[config.mk]
export PLATFORM = sky130hd
export DESIGN_NAME = dfs_top
export DESIGN_NICKNAME = d
export VERILOG_FILES = /design/src/rtl/dfs_pkg.sv /design/src/rtl/dfs_top.sv
export SDC_FILE = /design/constraint.sdc
export NUM_CORES = 2
export LEC_CHECK = 0
export BUFFER_PORTS_ARGS = -buffer_cell sky130_fd_sc_hd__clkbuf_2
export CAP_MARGIN = 20
export CELL_PAD_IN_SITES_DETAIL_PLACEMENT = 0
export CELL_PAD_IN_SITES_GLOBAL_PLACEMENT = 1
export CORE_MARGIN = 2
export CORE_UTILIZATION = 45
export CTS_CLUSTER_SIZE = 30
export DETAILED_ROUTE_END_ITERATION = 8
export PLACE_DENSITY_LB_ADDON = 0.1
export SLEW_MARGIN = 25
export SYNTH_ARGS = -nofsm -noshare
export SYNTH_HDL_FRONTEND = slang
export SYNTH_SLANG_ARGS = --single-unit
[constraint.sdc]
create_clock -name aclk -period 19.2 [get_ports aclk]
set_clock_uncertainty 0.05 [all_clocks]
set_input_delay 2.88 -clock aclk [delete_from_list [all_inputs] [get_ports aclk]]
set_output_delay 2.88 -clock aclk [all_outputs]
set_load 0.05 [all_outputs]
[src/rtl/dfs_pkg.sv]
// package: drive fault supervisor constants, register map and carrier types
package dfs_pkg;
   localparam int unsigned CLK_HZ = 20000000;
   localparam int unsigned TICK_S = 1;
   localparam int unsigned TICK_CYC = CLK_HZ * TICK_S;
   localparam int unsigned SAVE_S = 60;
   localparam logic [5:0] SAVE_TICKS = 6'(SAVE_S - 1);
   localparam logic [7:0] TEMP_WARN_DEG = 8'h05;
   localparam logic [7:0] MOT_PTC_LIMIT = 8'h8c;
   localparam logic [11:0] ADDR_CTRL = 12'h000;
   localparam logic [11:0] ADDR_FAULT = 12'h004;
   localparam logic [11:0] ADDR_WARN = 12'h008;
   localparam logic [11:0] ADDR_IMAX = 12'h00c;
   localparam logic [11:0] ADDR_IRATED = 12'h010;
   localparam logic [11:0] ADDR_I2T_MAX = 12'h014;
   localparam logic [11:0] ADDR_VDC_LIM = 12'h018;
   localparam logic [11:0] ADDR_VLOG_LIM = 12'h01c;
   localparam logic [11:0] ADDR_VINT_LIM = 12'h020;
   localparam logic [11:0] ADDR_TEMP_LIM = 12'h024;
   localparam logic [11:0] ADDR_FERR_LIM = 12'h028;
   localparam logic [11:0] ADDR_POS_MIN = 12'h02c;
   localparam logic [11:0] ADDR_POS_MAX = 12'h030;
   localparam logic [11:0] ADDR_OFS_TOL = 12'h034;
   localparam logic [11:0] ADDR_HOURS = 12'h038;
   localparam logic [11:0] ADDR_STATE = 12'h03c;
   localparam logic [11:0] ADDR_I2T_DRV = 12'h040;
   localparam logic [11:0] ADDR_I2T_MOT = 12'h044;
   // ctrl bit positions
   localparam int unsigned C_ACK = 0;
   localparam int unsigned C_WEN_DRV = 1;
   localparam int unsigned C_WEN_MOT = 2;
   localparam int unsigned C_WEN_TMP = 3;
   localparam int unsigned C_UV_LO = 4;
   localparam int unsigned C_MOT_PTC = 6;
   localparam logic [31:0] CTRL_RST = 32'h0000_000e;
   // fault bit positions
   localparam int unsigned F_OVC = 0;
   localparam int unsigned F_BRK = 1;
   localparam int unsigned F_OFS = 2;
   localparam int unsigned F_OVV = 3;
   localparam int unsigned F_UNV = 4;
   localparam int unsigned F_LOG = 5;
   localparam int unsigned F_INT = 6;
   localparam int unsigned F_TMP = 7;
   localparam int unsigned F_ENC = 8;
   localparam int unsigned F_MOT = 9;
   localparam int unsigned F_IDN = 10;
   localparam int unsigned F_FER = 11;
   localparam int unsigned F_POS = 12;
   localparam int unsigned F_LIM = 13;
   localparam int unsigned F_PRG = 14;
   localparam int unsigned F_MEM = 15;
   localparam int unsigned F_COM = 16;
   localparam int unsigned NFLT = 17;
   // faults that cut the stage at once; the rest, bar undervoltage in UV_CRIT mode, stop along the ramp first
   localparam logic [NFLT-1:0] CRIT_MASK = 17'h0_03ef;
   localparam int unsigned W_DRV = 0;
   localparam int unsigned W_MOT = 1;
   localparam int unsigned W_TMP = 2;
   localparam logic [1:0] UV_CRIT = 2'h0;
   localparam logic [1:0] UV_ERR = 2'h1;
   localparam logic [1:0] UV_WARN = 2'h2;
   localparam logic [1:0] UV_OFF = 2'h3;

   typedef enum logic [1:0] {ST_OFF, ST_CAL, ST_RUN, ST_RAMP} dfs_stage_type;

   typedef struct packed {
      logic [15:0] i_dc;
      logic [15:0] i_phase;
      logic [15:0] i_offset;
      logic [15:0] v_dc;
      logic [15:0] v_logic;
      logic [15:0] v_int;
      logic [7:0] t_sink;
      logic [7:0] t_motor;
      logic mot_contact_open;
      logic chopper_on;
      logic brake_short;
      logic enc_fault;
      logic ident_fail;
      logic [31:0] pos_cmd;
      logic [31:0] pos_act;
      logic pos_move;
      logic [1:0] limit_sw;
      logic prog_bad_cmd;
      logic flash_sum_bad;
      logic stack_bad;
      logic serial_fail;
      logic fbus_fail;
      logic enable_req;
      logic at_standstill;
      logic cal_done;
      logic [31:0] hours_saved;
   } dfs_meas_type;

   typedef struct packed {
      logic stage_on;
      logic quick_stop;
      logic cal_start;
      logic current_limit;
      logic [15:0] i_max_now;
      logic save_strobe;
      logic [31:0] save_value;
   } dfs_act_type;

   function automatic logic [31:0] dfs_sq(input logic [15:0] i);
      dfs_sq = 32'(i) * 32'(i);
   endfunction

   function automatic logic [31:0] dfs_i2t(input logic [31:0] acc, input logic [15:0] i,
                                          input logic [31:0] cap, input logic [15:0] rated);
      logic [32:0] s;
      s = 33'(acc) + 33'(dfs_sq(i));
      s = (s > 33'(dfs_sq(rated))) ? s - 33'(dfs_sq(rated)) : 33'h0;
      dfs_i2t = (s > 33'(cap)) ? cap : s[31:0];
   endfunction

   function automatic logic dfs_pct80(input logic [31:0] acc, input logic [31:0] cap);
      dfs_pct80 = (35'(acc) * 35'h5) >= (35'(cap) * 35'h4);
   endfunction
endpackage

[src/rtl/dfs_top.sv]
// drive fault supervisor with axi4-lite register slave
`timescale 1ns/1ps
`default_nettype none
module dfs_top (
   input wire logic aclk,
   input wire logic aresetn,
   input wire logic [11:0] s_axi_awaddr,
   input wire logic s_axi_awvalid,
   output logic s_axi_awready,
   input wire logic [31:0] s_axi_wdata,
   input wire logic [3:0] s_axi_wstrb,
   input wire logic s_axi_wvalid,
   output logic s_axi_wready,
   output logic [1:0] s_axi_bresp,
   output logic s_axi_bvalid,
   input wire logic s_axi_bready,
   input wire logic [11:0] s_axi_araddr,
   input wire logic s_axi_arvalid,
   output logic s_axi_arready,
   output logic [31:0] s_axi_rdata,
   output logic [1:0] s_axi_rresp,
   output logic s_axi_rvalid,
   input wire logic s_axi_rready,
   input wire dfs_pkg::dfs_meas_type meas,
   output var dfs_pkg::dfs_act_type act
);
   import dfs_pkg::*;

   typedef struct packed {
      logic aw_got;
      logic w_got;
      logic [11:0] awaddr;
      logic [31:0] wdata;
      logic [3:0] wstrb;
      logic bvalid;
      logic [1:0] bresp;
      logic rvalid;
      logic [1:0] rresp;
      logic [31:0] rdata;
      logic [31:0] ctrl;
      logic [15:0] imax;
      logic [15:0] irated;
      logic [31:0] i2t_max;
      logic [31:0] vdc_lim;
      logic [31:0] vlog_lim;
      logic [31:0] vint_lim;
      logic [15:0] temp_lim;
      logic [31:0] ferr_lim;
      logic [31:0] pos_min;
      logic [31:0] pos_max;
      logic [15:0] ofs_tol;
      logic [NFLT-1:0] fault;
      logic [2:0] warn;
      logic [31:0] i2t_drv;
      logic [31:0] i2t_mot;
      dfs_stage_type stage;
      logic [24:0] tick_cnt;
      logic [5:0] sec_cnt;
      logic [31:0] hours;
      logic loaded;
      dfs_act_type act;
   } dfs_state_type;

   dfs_state_type s_r, s_nxt;

   function automatic logic [31:0] wmerge(input logic [31:0] old, input logic [31:0] d,
                                          input logic [3:0] st);
      logic [31:0] r;
      r = old;
      for (int b = 0; b < 4; b++) begin
         if (st[b]) begin
            r[b*8 +: 8] = d[b*8 +: 8];
         end
      end
      wmerge = r;
   endfunction

   logic [NFLT-1:0] cause;
   logic [NFLT-1:0] crit;
   logic [2:0] wcond;
   logic uv;
   logic [31:0] ferr;
   logic [7:0] tlim;
   logic mot_hot;
   logic do_wr;
   logic do_rd;
   logic wr_ok;
   logic [31:0] wv;

   always_comb begin
      s_nxt = s_r;
      cause = '0;
      wcond = '0;
      wr_ok = 1'b1;
      wv = 32'h0;
      // fault causes
      // overcurrent detect
      cause[F_OVC] = 17'(meas.i_dc) > (17'(s_r.imax) << 1);
      cause[F_BRK] = meas.chopper_on & meas.brake_short;
      cause[F_OVV] = meas.v_dc > s_r.vdc_lim[31:16];
      uv = meas.v_dc < s_r.vdc_lim[15:0];
      cause[F_UNV] = uv & (s_r.ctrl[C_UV_LO +: 2] inside {UV_CRIT, UV_ERR});
      crit = CRIT_MASK;
      crit[F_UNV] = s_r.ctrl[C_UV_LO +: 2] == UV_CRIT;
      cause[F_LOG] = (meas.v_logic > s_r.vlog_lim[31:16]) | (meas.v_logic < s_r.vlog_lim[15:0]);
      cause[F_INT] = (meas.v_int > s_r.vint_lim[31:16]) | (meas.v_int < s_r.vint_lim[15:0]);
      cause[F_TMP] = meas.t_sink >= s_r.temp_lim[7:0];
      cause[F_ENC] = meas.enc_fault;
      tlim = s_r.ctrl[C_MOT_PTC] ? MOT_PTC_LIMIT : s_r.temp_lim[15:8];
      mot_hot = s_r.ctrl[C_MOT_PTC] ? meas.mot_contact_open : (meas.t_motor >= tlim);
      cause[F_MOT] = mot_hot;
      cause[F_IDN] = meas.ident_fail;
      ferr = ($signed(meas.pos_cmd) >= $signed(meas.pos_act)) ?
             meas.pos_cmd - meas.pos_act : meas.pos_act - meas.pos_cmd;
      cause[F_FER] = ferr > s_r.ferr_lim;
      cause[F_POS] = meas.pos_move & (($signed(meas.pos_cmd) < $signed(s_r.pos_min)) |
                     ($signed(meas.pos_cmd) > $signed(s_r.pos_max)) |
                     ($signed(meas.pos_act) < $signed(s_r.pos_min)) |
                     ($signed(meas.pos_act) > $signed(s_r.pos_max)));
      cause[F_LIM] = &meas.limit_sw;
      cause[F_PRG] = meas.prog_bad_cmd;
      cause[F_MEM] = meas.flash_sum_bad | meas.stack_bad;
      cause[F_COM] = meas.serial_fail | meas.fbus_fail;
      cause[F_OFS] = (s_r.stage == ST_CAL) & meas.cal_done &
                     (meas.i_offset > s_r.ofs_tol);

      s_nxt.i2t_drv = dfs_i2t(s_r.i2t_drv, meas.i_phase, s_r.i2t_max, s_r.irated);
      s_nxt.i2t_mot = dfs_i2t(s_r.i2t_mot, meas.i_phase, s_r.i2t_max, {1'b0, s_r.irated[15:1]});
      wcond[W_DRV] = s_r.ctrl[C_WEN_DRV] & dfs_pct80(s_r.i2t_drv, s_r.i2t_max);
      wcond[W_MOT] = s_r.ctrl[C_WEN_MOT] & dfs_pct80(s_r.i2t_mot, s_r.i2t_max);
      wcond[W_TMP] = s_r.ctrl[C_WEN_TMP] & (9'(meas.t_sink) + 9'(TEMP_WARN_DEG) >=
                     9'(s_r.temp_lim[7:0]));
      s_nxt.warn = wcond;
      s_nxt.act.current_limit = (s_r.i2t_drv >= s_r.i2t_max) | (s_r.i2t_mot >= s_r.i2t_max);
      s_nxt.act.i_max_now = s_nxt.act.current_limit ? s_r.irated : s_r.imax;

      // axi write channel
      if (s_axi_awvalid && !s_r.aw_got) begin
         s_nxt.aw_got = 1'b1;
         s_nxt.awaddr = s_axi_awaddr;
      end
      if (s_axi_wvalid && !s_r.w_got) begin
         s_nxt.w_got = 1'b1;
         s_nxt.wdata = s_axi_wdata;
         s_nxt.wstrb = s_axi_wstrb;
      end
      if (s_r.bvalid && s_axi_bready) begin
         s_nxt.bvalid = 1'b0;
      end
      do_wr = s_r.aw_got & s_r.w_got & ~s_r.bvalid;
      s_nxt.fault = s_r.fault;
      if (do_wr) begin
         s_nxt.aw_got = 1'b0;
         s_nxt.w_got = 1'b0;
         s_nxt.bvalid = 1'b1;
         unique case (s_r.awaddr)
            ADDR_CTRL: begin
               wv = wmerge(s_r.ctrl, s_r.wdata, s_r.wstrb);
               s_nxt.ctrl = wv & ~(32'h1 << C_ACK);
               if (wv[C_ACK]) begin
                  s_nxt.fault = '0;
               end
            end
            ADDR_IMAX: s_nxt.imax = 16'(wmerge({16'h0, s_r.imax}, s_r.wdata, s_r.wstrb));
            ADDR_IRATED: s_nxt.irated = 16'(wmerge({16'h0, s_r.irated}, s_r.wdata, s_r.wstrb));
            ADDR_I2T_MAX: s_nxt.i2t_max = wmerge(s_r.i2t_max, s_r.wdata, s_r.wstrb);
            ADDR_VDC_LIM: s_nxt.vdc_lim = wmerge(s_r.vdc_lim, s_r.wdata, s_r.wstrb);
            ADDR_VLOG_LIM: s_nxt.vlog_lim = wmerge(s_r.vlog_lim, s_r.wdata, s_r.wstrb);
            ADDR_VINT_LIM: s_nxt.vint_lim = wmerge(s_r.vint_lim, s_r.wdata, s_r.wstrb);
            ADDR_TEMP_LIM: s_nxt.temp_lim = 16'(wmerge({16'h0, s_r.temp_lim}, s_r.wdata,
                                                   s_r.wstrb));
            ADDR_FERR_LIM: s_nxt.ferr_lim = wmerge(s_r.ferr_lim, s_r.wdata, s_r.wstrb);
            ADDR_POS_MIN: s_nxt.pos_min = wmerge(s_r.pos_min, s_r.wdata, s_r.wstrb);
            ADDR_POS_MAX: s_nxt.pos_max = wmerge(s_r.pos_max, s_r.wdata, s_r.wstrb);
            ADDR_OFS_TOL: s_nxt.ofs_tol = 16'(wmerge({16'h0, s_r.ofs_tol}, s_r.wdata,
                                                 s_r.wstrb));
            ADDR_FAULT, ADDR_WARN, ADDR_HOURS, ADDR_STATE, ADDR_I2T_DRV, ADDR_I2T_MOT: ;
            default: wr_ok = 1'b0;
         endcase
         s_nxt.bresp = wr_ok ? 2'h0 : 2'h2;
      end
      // set wins over acknowledge
      s_nxt.fault = s_nxt.fault | cause;

      // axi read channel
      do_rd = s_axi_arvalid & ~s_r.rvalid;
      if (s_r.rvalid && s_axi_rready) begin
         s_nxt.rvalid = 1'b0;
      end
      if (do_rd) begin
         s_nxt.rvalid = 1'b1;
         s_nxt.rresp = 2'h0;
         unique case (s_axi_araddr)
            ADDR_CTRL: s_nxt.rdata = s_r.ctrl;
            ADDR_FAULT: s_nxt.rdata = 32'(s_r.fault);
            ADDR_WARN: s_nxt.rdata = 32'(s_r.warn);
            ADDR_IMAX: s_nxt.rdata = 32'(s_r.imax);
            ADDR_IRATED: s_nxt.rdata = 32'(s_r.irated);
            ADDR_I2T_MAX: s_nxt.rdata = s_r.i2t_max;
            ADDR_VDC_LIM: s_nxt.rdata = s_r.vdc_lim;
            ADDR_VLOG_LIM: s_nxt.rdata = s_r.vlog_lim;
            ADDR_VINT_LIM: s_nxt.rdata = s_r.vint_lim;
            ADDR_TEMP_LIM: s_nxt.rdata = 32'(s_r.temp_lim);
            ADDR_FERR_LIM: s_nxt.rdata = s_r.ferr_lim;
            ADDR_POS_MIN: s_nxt.rdata = s_r.pos_min;
            ADDR_POS_MAX: s_nxt.rdata = s_r.pos_max;
            ADDR_OFS_TOL: s_nxt.rdata = 32'(s_r.ofs_tol);
            ADDR_HOURS: s_nxt.rdata = s_r.hours;
            ADDR_STATE: s_nxt.rdata = {27'h0, s_r.act.current_limit, s_r.act.stage_on,
                                       s_r.act.quick_stop, s_r.stage};
            ADDR_I2T_DRV: s_nxt.rdata = s_r.i2t_drv;
            ADDR_I2T_MOT: s_nxt.rdata = s_r.i2t_mot;
            default: begin
               s_nxt.rdata = 32'h0;
               s_nxt.rresp = 2'h2;
            end
         endcase
      end

      s_nxt.act.cal_start = 1'b0;
      unique case (s_r.stage)
         ST_OFF: begin
            if (meas.enable_req && s_r.fault == '0 && cause == '0) begin
               s_nxt.stage = ST_CAL;
               s_nxt.act.cal_start = 1'b1;
            end
         end
         ST_CAL: begin
            if ((s_nxt.fault & crit) != '0 || !meas.enable_req) begin
               s_nxt.stage = ST_OFF;
            end else if (meas.cal_done) begin
               s_nxt.stage = (s_nxt.fault != '0) ? ST_OFF : ST_RUN;
            end
         end
         ST_RUN: begin
            if ((s_nxt.fault & crit) != '0 || !meas.enable_req) begin
               s_nxt.stage = ST_OFF;
            end else if (s_nxt.fault != '0) begin
               s_nxt.stage = ST_RAMP;
            end
         end
         ST_RAMP: begin
            if ((s_nxt.fault & crit) != '0 || meas.at_standstill) begin
               s_nxt.stage = ST_OFF;
            end
         end
      endcase
      s_nxt.act.stage_on = (s_nxt.stage == ST_RUN) | (s_nxt.stage == ST_RAMP);
      s_nxt.act.quick_stop = s_nxt.stage == ST_RAMP;

      s_nxt.act.save_strobe = 1'b0;
      if (!s_r.loaded) begin
         s_nxt.loaded = 1'b1;
         s_nxt.hours = meas.hours_saved;
      end else if (s_r.tick_cnt == 25'(TICK_CYC - 1)) begin
         s_nxt.tick_cnt = '0;
         s_nxt.hours = s_r.hours + 32'h1;
         if (s_r.sec_cnt == SAVE_TICKS) begin
            s_nxt.sec_cnt = '0;
            s_nxt.act.save_strobe = 1'b1;
            s_nxt.act.save_value = s_r.hours + 32'h1;
         end else begin
            s_nxt.sec_cnt = s_r.sec_cnt + 6'h1;
         end
      end else begin
         s_nxt.tick_cnt = s_r.tick_cnt + 25'h1;
      end
   end

   always_ff @(posedge aclk) begin
      if (!aresetn) begin
         s_r <= '0;
         s_r.ctrl <= CTRL_RST;
         s_r.stage <= ST_OFF;
         s_r.imax <= 16'hffff;
         s_r.irated <= 16'hffff;
         s_r.i2t_max <= 32'hffff_ffff;
         s_r.vdc_lim <= 32'hffff_0000;
         s_r.vlog_lim <= 32'hffff_0000;
         s_r.vint_lim <= 32'hffff_0000;
         s_r.temp_lim <= 16'hffff;
         s_r.ferr_lim <= 32'hffff_ffff;
         s_r.pos_min <= 32'h8000_0000;
         s_r.pos_max <= 32'h7fff_ffff;
         s_r.ofs_tol <= 16'hffff;
      end else begin
         s_r <= s_nxt;
      end
   end

   assign s_axi_awready = ~s_r.aw_got;
   assign s_axi_wready = ~s_r.w_got;
   assign s_axi_bvalid = s_r.bvalid;
   assign s_axi_bresp = s_r.bresp;
   assign s_axi_arready = ~s_r.rvalid;
   assign s_axi_rvalid = s_r.rvalid;
   assign s_axi_rresp = s_r.rresp;
   assign s_axi_rdata = s_r.rdata;
   assign act = s_r.act;

   ovc_cut_a: assert property (@(posedge aclk) disable iff (!aresetn)
      (17'(meas.i_dc) > (17'(s_r.imax) << 1)) |=> !act.stage_on && s_r.fault[F_OVC])
      else $error("overcurrent did not cut stage");
   brk_flag_a: assert property (@(posedge aclk) disable iff (!aresetn)
      (meas.chopper_on && meas.brake_short) |=> s_r.fault[F_BRK])
      else $error("brake short not flagged");
   ovv_cut_a: assert property (@(posedge aclk) disable iff (!aresetn)
      (meas.v_dc > s_r.vdc_lim[31:16]) |=> !act.stage_on)
      else $error("overvoltage did not cut stage");
   restart_gate_a: assert property (@(posedge aclk) disable iff (!aresetn)
      (s_r.fault != '0 && s_r.stage == ST_OFF) |=> s_r.stage == ST_OFF)
      else $error("stage restarted with latched fault");
   lim_sw_a: assert property (@(posedge aclk) disable iff (!aresetn)
      (&meas.limit_sw) |=> s_r.fault[F_LIM])
      else $error("double limit switch missed");
   warn_clear_a: assert property (@(posedge aclk) disable iff (!aresetn)
      (9'(meas.t_sink) + 9'(TEMP_WARN_DEG) < 9'(s_r.temp_lim[7:0])) |=> !s_r.warn[W_TMP])
      else $error("sink warning did not clear");
   warn_no_cut_a: assert property (@(posedge aclk) disable iff (!aresetn)
      (s_r.stage == ST_RUN && meas.enable_req && cause == '0 && s_r.fault == '0) |=> act.stage_on)
      else $error("warning affected stage");
   uv_crit_a: assert property (@(posedge aclk) disable iff (!aresetn)
      (s_r.ctrl[C_UV_LO +: 2] == UV_CRIT && meas.v_dc < s_r.vdc_lim[15:0]) |=> !act.stage_on)
      else $error("critical undervoltage did not cut stage");
   clamp_a: assert property (@(posedge aclk) disable iff (!aresetn)
      (s_r.i2t_drv >= s_r.i2t_max) |=> act.current_limit ##0 act.i_max_now == $past(s_r.irated))
      else $error("i2t clamp missing");
   ramp_then_cut_a: assert property (@(posedge aclk) disable iff (!aresetn)
      (s_r.stage == ST_RAMP && meas.at_standstill) |=> !act.stage_on && !act.quick_stop)
      else $error("ramp did not end in cut");
   save_min_a: assert property (@(posedge aclk) disable iff (!aresetn)
      act.save_strobe |-> act.save_value == s_r.hours)
      else $error("saved value differs from count");
   enc_cut_a: assert property (@(posedge aclk) disable iff (!aresetn)
      meas.enc_fault |=> !act.stage_on [*2])
      else $error("encoder fault did not cut stage");
endmodule
`default_nettype wire

== Word level (Yosys, flattened, before mapping) ==
Index checks and enable logic that the tools add are counted.

* Add/subtract/negate cells: 10
* Multiply operators: 5
* Divide/modulo/power cells: 0
* Magnitude comparators: 25
* Equal/unequal tests: 44
* Shifts and indexed selects: 0
* Multiplexer cells: 41
* Bitwise logic cells: 27
* Reduce and logical (&&, ||, !) cells: 70

{| class="wikitable"
|+ Operator list
! kind !! count
|-
| 32-bit case mux with 18 select lines || 1
|-
| 12-bit by 6-bit equality test with 1-bit output, second input constant || 16
|-
| 33-bit two-way mux || 5
|-
| 32-bit two-way mux || 5
|-
| 3-bit AND reduction || 42
|-
| 33-bit by 32-bit greater-than comparator with 1-bit output || 3
|-
| 12-bit by 5-bit equality test with 1-bit output, second input constant || 8
|-
| 32-bit >= comparator || 3
|-
| 32-bit greater-than comparator || 3
|-
| 35-bit by 34-bit >= comparator with 1-bit output || 2
|-
| 32-bit by 3-bit multiplier with 35-bit output, second input constant || 2
|-
| 32-bit by 32-bit adder with 33-bit output || 2
|-
| 16-bit greater-than comparator || 4
|-
| 32-bit < comparator || 2
|-
| 16-bit by 16-bit multiplier with 32-bit output || 2
|-
| 32-bit subtractor || 2
|-
| 54-bit two-way mux || 1
|-
| 17-bit two-way mux || 3
|-
| 12-bit by 4-bit equality test with 1-bit output, second input constant || 4
|-
| 12-bit by 7-bit equality test with 1-bit output, second input constant || 4
|-
| 16-bit < comparator || 3
|-
| 18-bit OR reduction || 2
|-
| 35-bit two-way mux || 1
|-
| 17-bit zero test || 2
|-
| other kinds (40) || 100
|}

* Register bits: 610
* Latch bits: 0
* RAM bits: 0
* ROM bits: 0
* Input port bits: 291
* Output and inout port bits: 94
* Logic and storage cells: 288
* Memories: 0

== Depth between registers and ports, before layout ==
* Depth in word-level cells: 15
* Mapped depth: 62
* Depth with buffers taken out: 56

== Worst setup path before layout ==
OpenSTA, ideal clock, no wires.

* Path type: input-to-reg
* Start point: input meas[193] (netlist name)
* End point: register s_r[138] (netlist name)
* Setup time: 116 ps
* Data arrival time: 14923 ps
* Data required time: 19034 ps
* Setup slack: 4111 ps
* Stages: 58
* Path buffers: 6
* Path through: clkbuf_1 clkbuf_1 nand2_1 fa_1 inv_1 fa_1 ha_1 inv_1 fa_1 fa_1 fa_1 inv_1 ha_1 or2_2 a21o_1 o21ai_0 o21ai_0 o41ai_1 (+22 left out) and2_1 buf_2 buf_2 buf_2 nor2_1 ha_1 a21o_1 a21o_1 a21o_1 a21o_1 a21o_1 a21o_1 a2111oi_0 nor2_1 a31oi_1 buf_2 a211oi_1 a31o_2

* Longest elaborated chain between the ends: 6
* Elaborated cells on any way between the ends: 7
* Classes of those cells: 2 x add/sub; 1 x mul; 2 x order compare; 2 x mux

{| class="wikitable"
|+ RTL lines
! element !! line !! text
|-
| start, declared || dfs_top.sv:24 || <nowiki>input wire dfs_pkg::dfs_meas_type meas,</nowiki>
|-
| 16-bit by 16-bit multiplier with 32-bit output (*) || dfs_pkg.sv:107 || <nowiki>dfs_sq = 32'(i) * 32'(i);</nowiki>
|-
| 32-bit by 32-bit adder with 33-bit output (*) || dfs_pkg.sv:113 || <nowiki>s = 33'(acc) + 33'(dfs_sq(i));</nowiki>
|-
| 33-bit by 30-bit subtractor with 33-bit output or 33-bit by 30-bit greater-than comparator with 1-bit output (tied branches) || dfs_pkg.sv:114 || <nowiki>s = (s > 33'(dfs_sq(rated))) ? s - 33'(dfs_sq(rated)) : 33'h0;</nowiki>
|-
| 33-bit two-way mux (*) || dfs_pkg.sv:114 ||
|-
| 33-bit by 32-bit greater-than comparator with 1-bit output || dfs_pkg.sv:115 || <nowiki>dfs_i2t = (s > 33'(cap)) ? cap : s[31:0];</nowiki>
|-
| 32-bit two-way mux (*) || dfs_pkg.sv:115 ||
|-
| end signal, assigned || dfs_top.sv:287 || <nowiki>s_r <= s_nxt;</nowiki>
|-
| end, declared || dfs_top.sv:64 || <nowiki>dfs_state_type s_r, s_nxt;</nowiki>
|}

Mark *: on every way between the ends. The rest lies on a longest branch, timed or not.
A chain may end at the register's enable or synchronous reset.

== Worst setup path in the final report ==
* Start point: input meas[193] (netlist name)
* End point: register s_r[122] (netlist name)

Same word-level chain as after synthesis.

==> out/results.txt <==
Derived from the worst setup path, the maximum achievable clock frequency is 61.64 MHz. Clock tree synthesis selected as its root buffer the cell sky130_fd_sc_hd__clkbuf_16. After layout, the worst setup slack is 2.976 ns.

The number of antenna violations at the first check in global routing is 14. The number of flops mapped to enable cells by yosys came out at 0. The worst setup path is captured at a register. The max-slew violation total from the final report is 0, and the worst-case headroom to the max-slew limit is 20.29%. The overall die area is 152100 sq um.

The tools report the capture instance of the worst register-to-register path as s_r[158]. Measured in cells, the most critical reg-to-reg path has a length of 40. The worst path uses 84.50% of the clock period. The finished layout holds 10.28k standard cells, fillers aside. During placement, the flow inserted port buffers numbering 382.

The tightest min-delay check is of the reg -> reg type. The most common flop cell mapped by yosys was sky130_fd_sc_hd__dfxtp_1. The level count of the clock H-tree was 3; the placeable core region was 147800 sq um.

The critical path starts at meas[193]. For the number of setup buffers added after CTS, the log shows 0. The startpoint identified for the worst register-to-register timing path is s_r[466]. In the routed design, unresolved DRC markers number 0. In this run the most critical hold path is launched from act[22].

Total routing resource utilization after global routing: 35.69%. After detailed routing, the met2 layer carries 126700 um of wire. The worst path needs 16.22 ns of the cycle, external delays included.

After clock tree synthesis, the clock-pin slew on the worst setup and hold paths is 0.06 ns. The detailed router used layers up to and including met5. The layout has 14.60k filler cells.

After routing, the total negative slack on setup checks comes to 0 ns. STA classifies the critical path startpoint as an input pin. At the end of the flow, the number of nets in the layout was 10.01k. Number of global-route vias before repair: 60.43k.

For this configuration, the core starts out at a cell density of 45.36%. At the end of routability-driven placement, the weighted congestion stood at 1.012. Across all layers, the routed design uses 61.79k vias.

The clock sink count came out at 608. Of all nets on the critical path, the largest fanout is 29. The run gives 72 as the CTS buffer count. For the cell area after technology mapping, the log shows 67060 sq um. Sorting the synthesized cells by area gives the leading types as sky130_fd_sc_hd__ha_1 20%, sky130_fd_sc_hd__dfxtp_1 18%, sky130_fd_sc_hd__fa_1 11%, sky130_fd_sc_hd__inv_1 4.9%, sky130_fd_sc_hd__nand2_1 4.4%. In the detailed route, the total length drawn on met3 is 18620 um. Sequential elements use 18.15% of the synthesized area. For the number of nets still failing antenna checks after routing, the log shows 0. Slowest stage cell on the critical path: sky130_fd_sc_hd__and2_1.

In this design, the stage delay of the slowest critical-path cell is 0.76 ns. The DRC marker count from the first detailed-route iteration is 5572, and the largest net degree at the start of global routing is 127. In the post-synthesis netlist, the cell with the most instances is sky130_fd_sc_hd__ha_1. In this run, synthesis produced a sequential element count of 608. Relative area change from synthesis to final layout: 8.349%. After global routing the overflow that remains totals 0. Counting instances in the post-synthesis netlist gives the leading cell types as 1055 x sky130_fd_sc_hd__ha_1, 884 x sky130_fd_sc_hd__inv_1, 795 x sky130_fd_sc_hd__nand2_1, 608 x sky130_fd_sc_hd__dfxtp_1, 576 x sky130_fd_sc_hd__a21oi_1.

The post-synthesis cell type count was 91. Setup repair after global routing left no endpoint under its margin. The end point of the worst hold path was act[22]. Measured along the x axis, the die boundary spans 390.0 um. The clock latency reported for the late side of the worst-skew pair came out at 0.72 ns. The reg-to-reg setup timing slack is 5.10 ns, and the post-cts hold buffer count is 0. STA puts the critical path data required time at 19.77 ns.

For the maximum buffer depth of the clock tree, the log shows 3. TritonCTS built the clock tree. For the pin with the worst max-slew slack, the measured transition is 1.194 ns. In this run the count of I/O pins placed on the die edge is 385. The fraction of final layout cells with drive strength greater than 1 works out to 8.231%. The run finished with clean final reports.

A synthesized cell averages 8.182 sq um. For the number of detailed-route iterations in the first pass, the log shows 8. The proportion of netlist area held by the largest area contributor is 19.68%.

The wire length on met1 was 113100 um. The number of placement rows was 141; the number of standard cells after synthesis was 8196. The post-cts gate resize count is 0, and the die height is 390.0 um. During synthesis, Yosys emitted a total of 0 warnings. The first global-routing pass estimated 402600 um of wire.

Timing analysis after detailed placement gives a worst setup slack of 2.407 ns. Once detailed placement completed, the half-perimeter wirelength came to 227100 um. Setup violations remaining at the end of the flow were counted as 0. After detailed routing, the average wire length per cell comes to 26.95 um. Summed over all layers, the routed wires come to 277200 um. The number of placed instances, taps included, is 10.15k. The number of vias per cell after detailed routing was 6.008. Data on the critical path arrives at its endpoint at 16.79 ns.

In the final layout, the multi-input gates occupy 49760 sq um. By startpoint and endpoint, the worst setup path is classified as in -> reg. In the final layout, flip-flops and latches occupy 12180 sq um. Share of async-settable or async-resettable flops after synthesis: 0%. Max-cap violations in this run came to 0.

The cell type with the largest total area after synthesis is sky130_fd_sc_hd__ha_1. The worst hold path was traced through 2 stages. The hold violation count in the final report came out at 0.
layout by cell type, fill, tap and decap left out, types with 161 or more instances in the layout:
cell                       instances
sky130_fd_sc_hd__o211ai_1        204
sky130_fd_sc_hd__dfxtp_1         605
sky130_fd_sc_hd__and2_1          161
sky130_fd_sc_hd__clkbuf_2        381
sky130_fd_sc_hd__nor2_1          509
sky130_fd_sc_hd__nand2_1         794
sky130_fd_sc_hd__xnor2_1         204
sky130_fd_sc_hd__fa_1            369
sky130_fd_sc_hd__nand3_1         227
sky130_fd_sc_hd__a21oi_1         575
sky130_fd_sc_hd__a21o_1          303
sky130_fd_sc_hd__ha_1           1055
sky130_fd_sc_hd__o21ai_0         293
sky130_fd_sc_hd__inv_1           883
worst max path at each step:
| stage | endpoint | cells after the start |
|---|---|---|
| final | s_r[122] | 56 |
| after global placement | s_r[143] | 55 |
| after global routing | s_r[143] | 56 |
| after CTS | s_r[136] | 55 |
| after floorplan | s_r[138] | 58 |
| after detailed placement | s_r[148] | 55 |
metal layers:
metal  vias up  global-route usage, %
li1      28880                      -
met5         -                      0
met1     30020                  45.19
met4        12                  20.88
met3       545                  4.634
met2      2334                  58.19
registers in the layout (all words and copies together) (netlist names):
register / flops
s_r: 519
act: 53
s_axi_rvalid: 1
s_axi_rresp: 1
s_axi_bresp: 1
s_axi_rdata: 32
s_axi_bvalid: 1
kinds of logic after synthesis:
| kind of cell | Yosys count | share of synthesized area, % |
|---|---|---|
| AND/OR/NAND/NOR | 2321 | 16.41 |
| AO/OA/AOI/OAI | 2044 | 20.26 |
| adder cells (fa/ha/maj) | 1424 | 30.70 |
| buffers and inverters | 1315 | 7.899 |
| flip-flops | 608 | 18.15 |
| XOR/XNOR | 353 | 4.610 |
| multiplexers | 130 | 1.959 |
| other | 1 | 0.005592 |
cell type report:
| type | instances | area share, % |
|---|---|---|
| Multi-Input combinational cell | 6274 | 68.48 |
| Timing Repair Buffer | 449 | 3.337 |
| Inverter | 885 | 4.582 |
| Tap cell | 1930 | 3.323 |
| Sequential cell | 608 | 16.76 |
| Clock inverter | 31 | 0.6423 |
| Clock buffer | 100 | 2.858 |
| Antenna cell | 7 | 0.02411 |
per-stage QoR:
step	util [%]	hold WS (ns)	cell area [sq um]
floorplan	-	0.3749	67070
global placement	47.39	0.3905	70060
detailed placement	47.40	0.3947	70080
CTS	49.12	0.4024	72620
global route	49.14	0.4236	72640
finish	49.15	0.4004	72660
worst max-delay path: cells and delay by family:
family          cells  cell delay [ns]
compound gates     20             4.47
fa+ha+maj          10             4.40
simple gates       16             3.78
buf+inv             8             0.94
xor+xnor            2             0.27
Power is not shown: default switching activity piles up to over one toggle a cycle in this logic, so the estimate is an artifact.
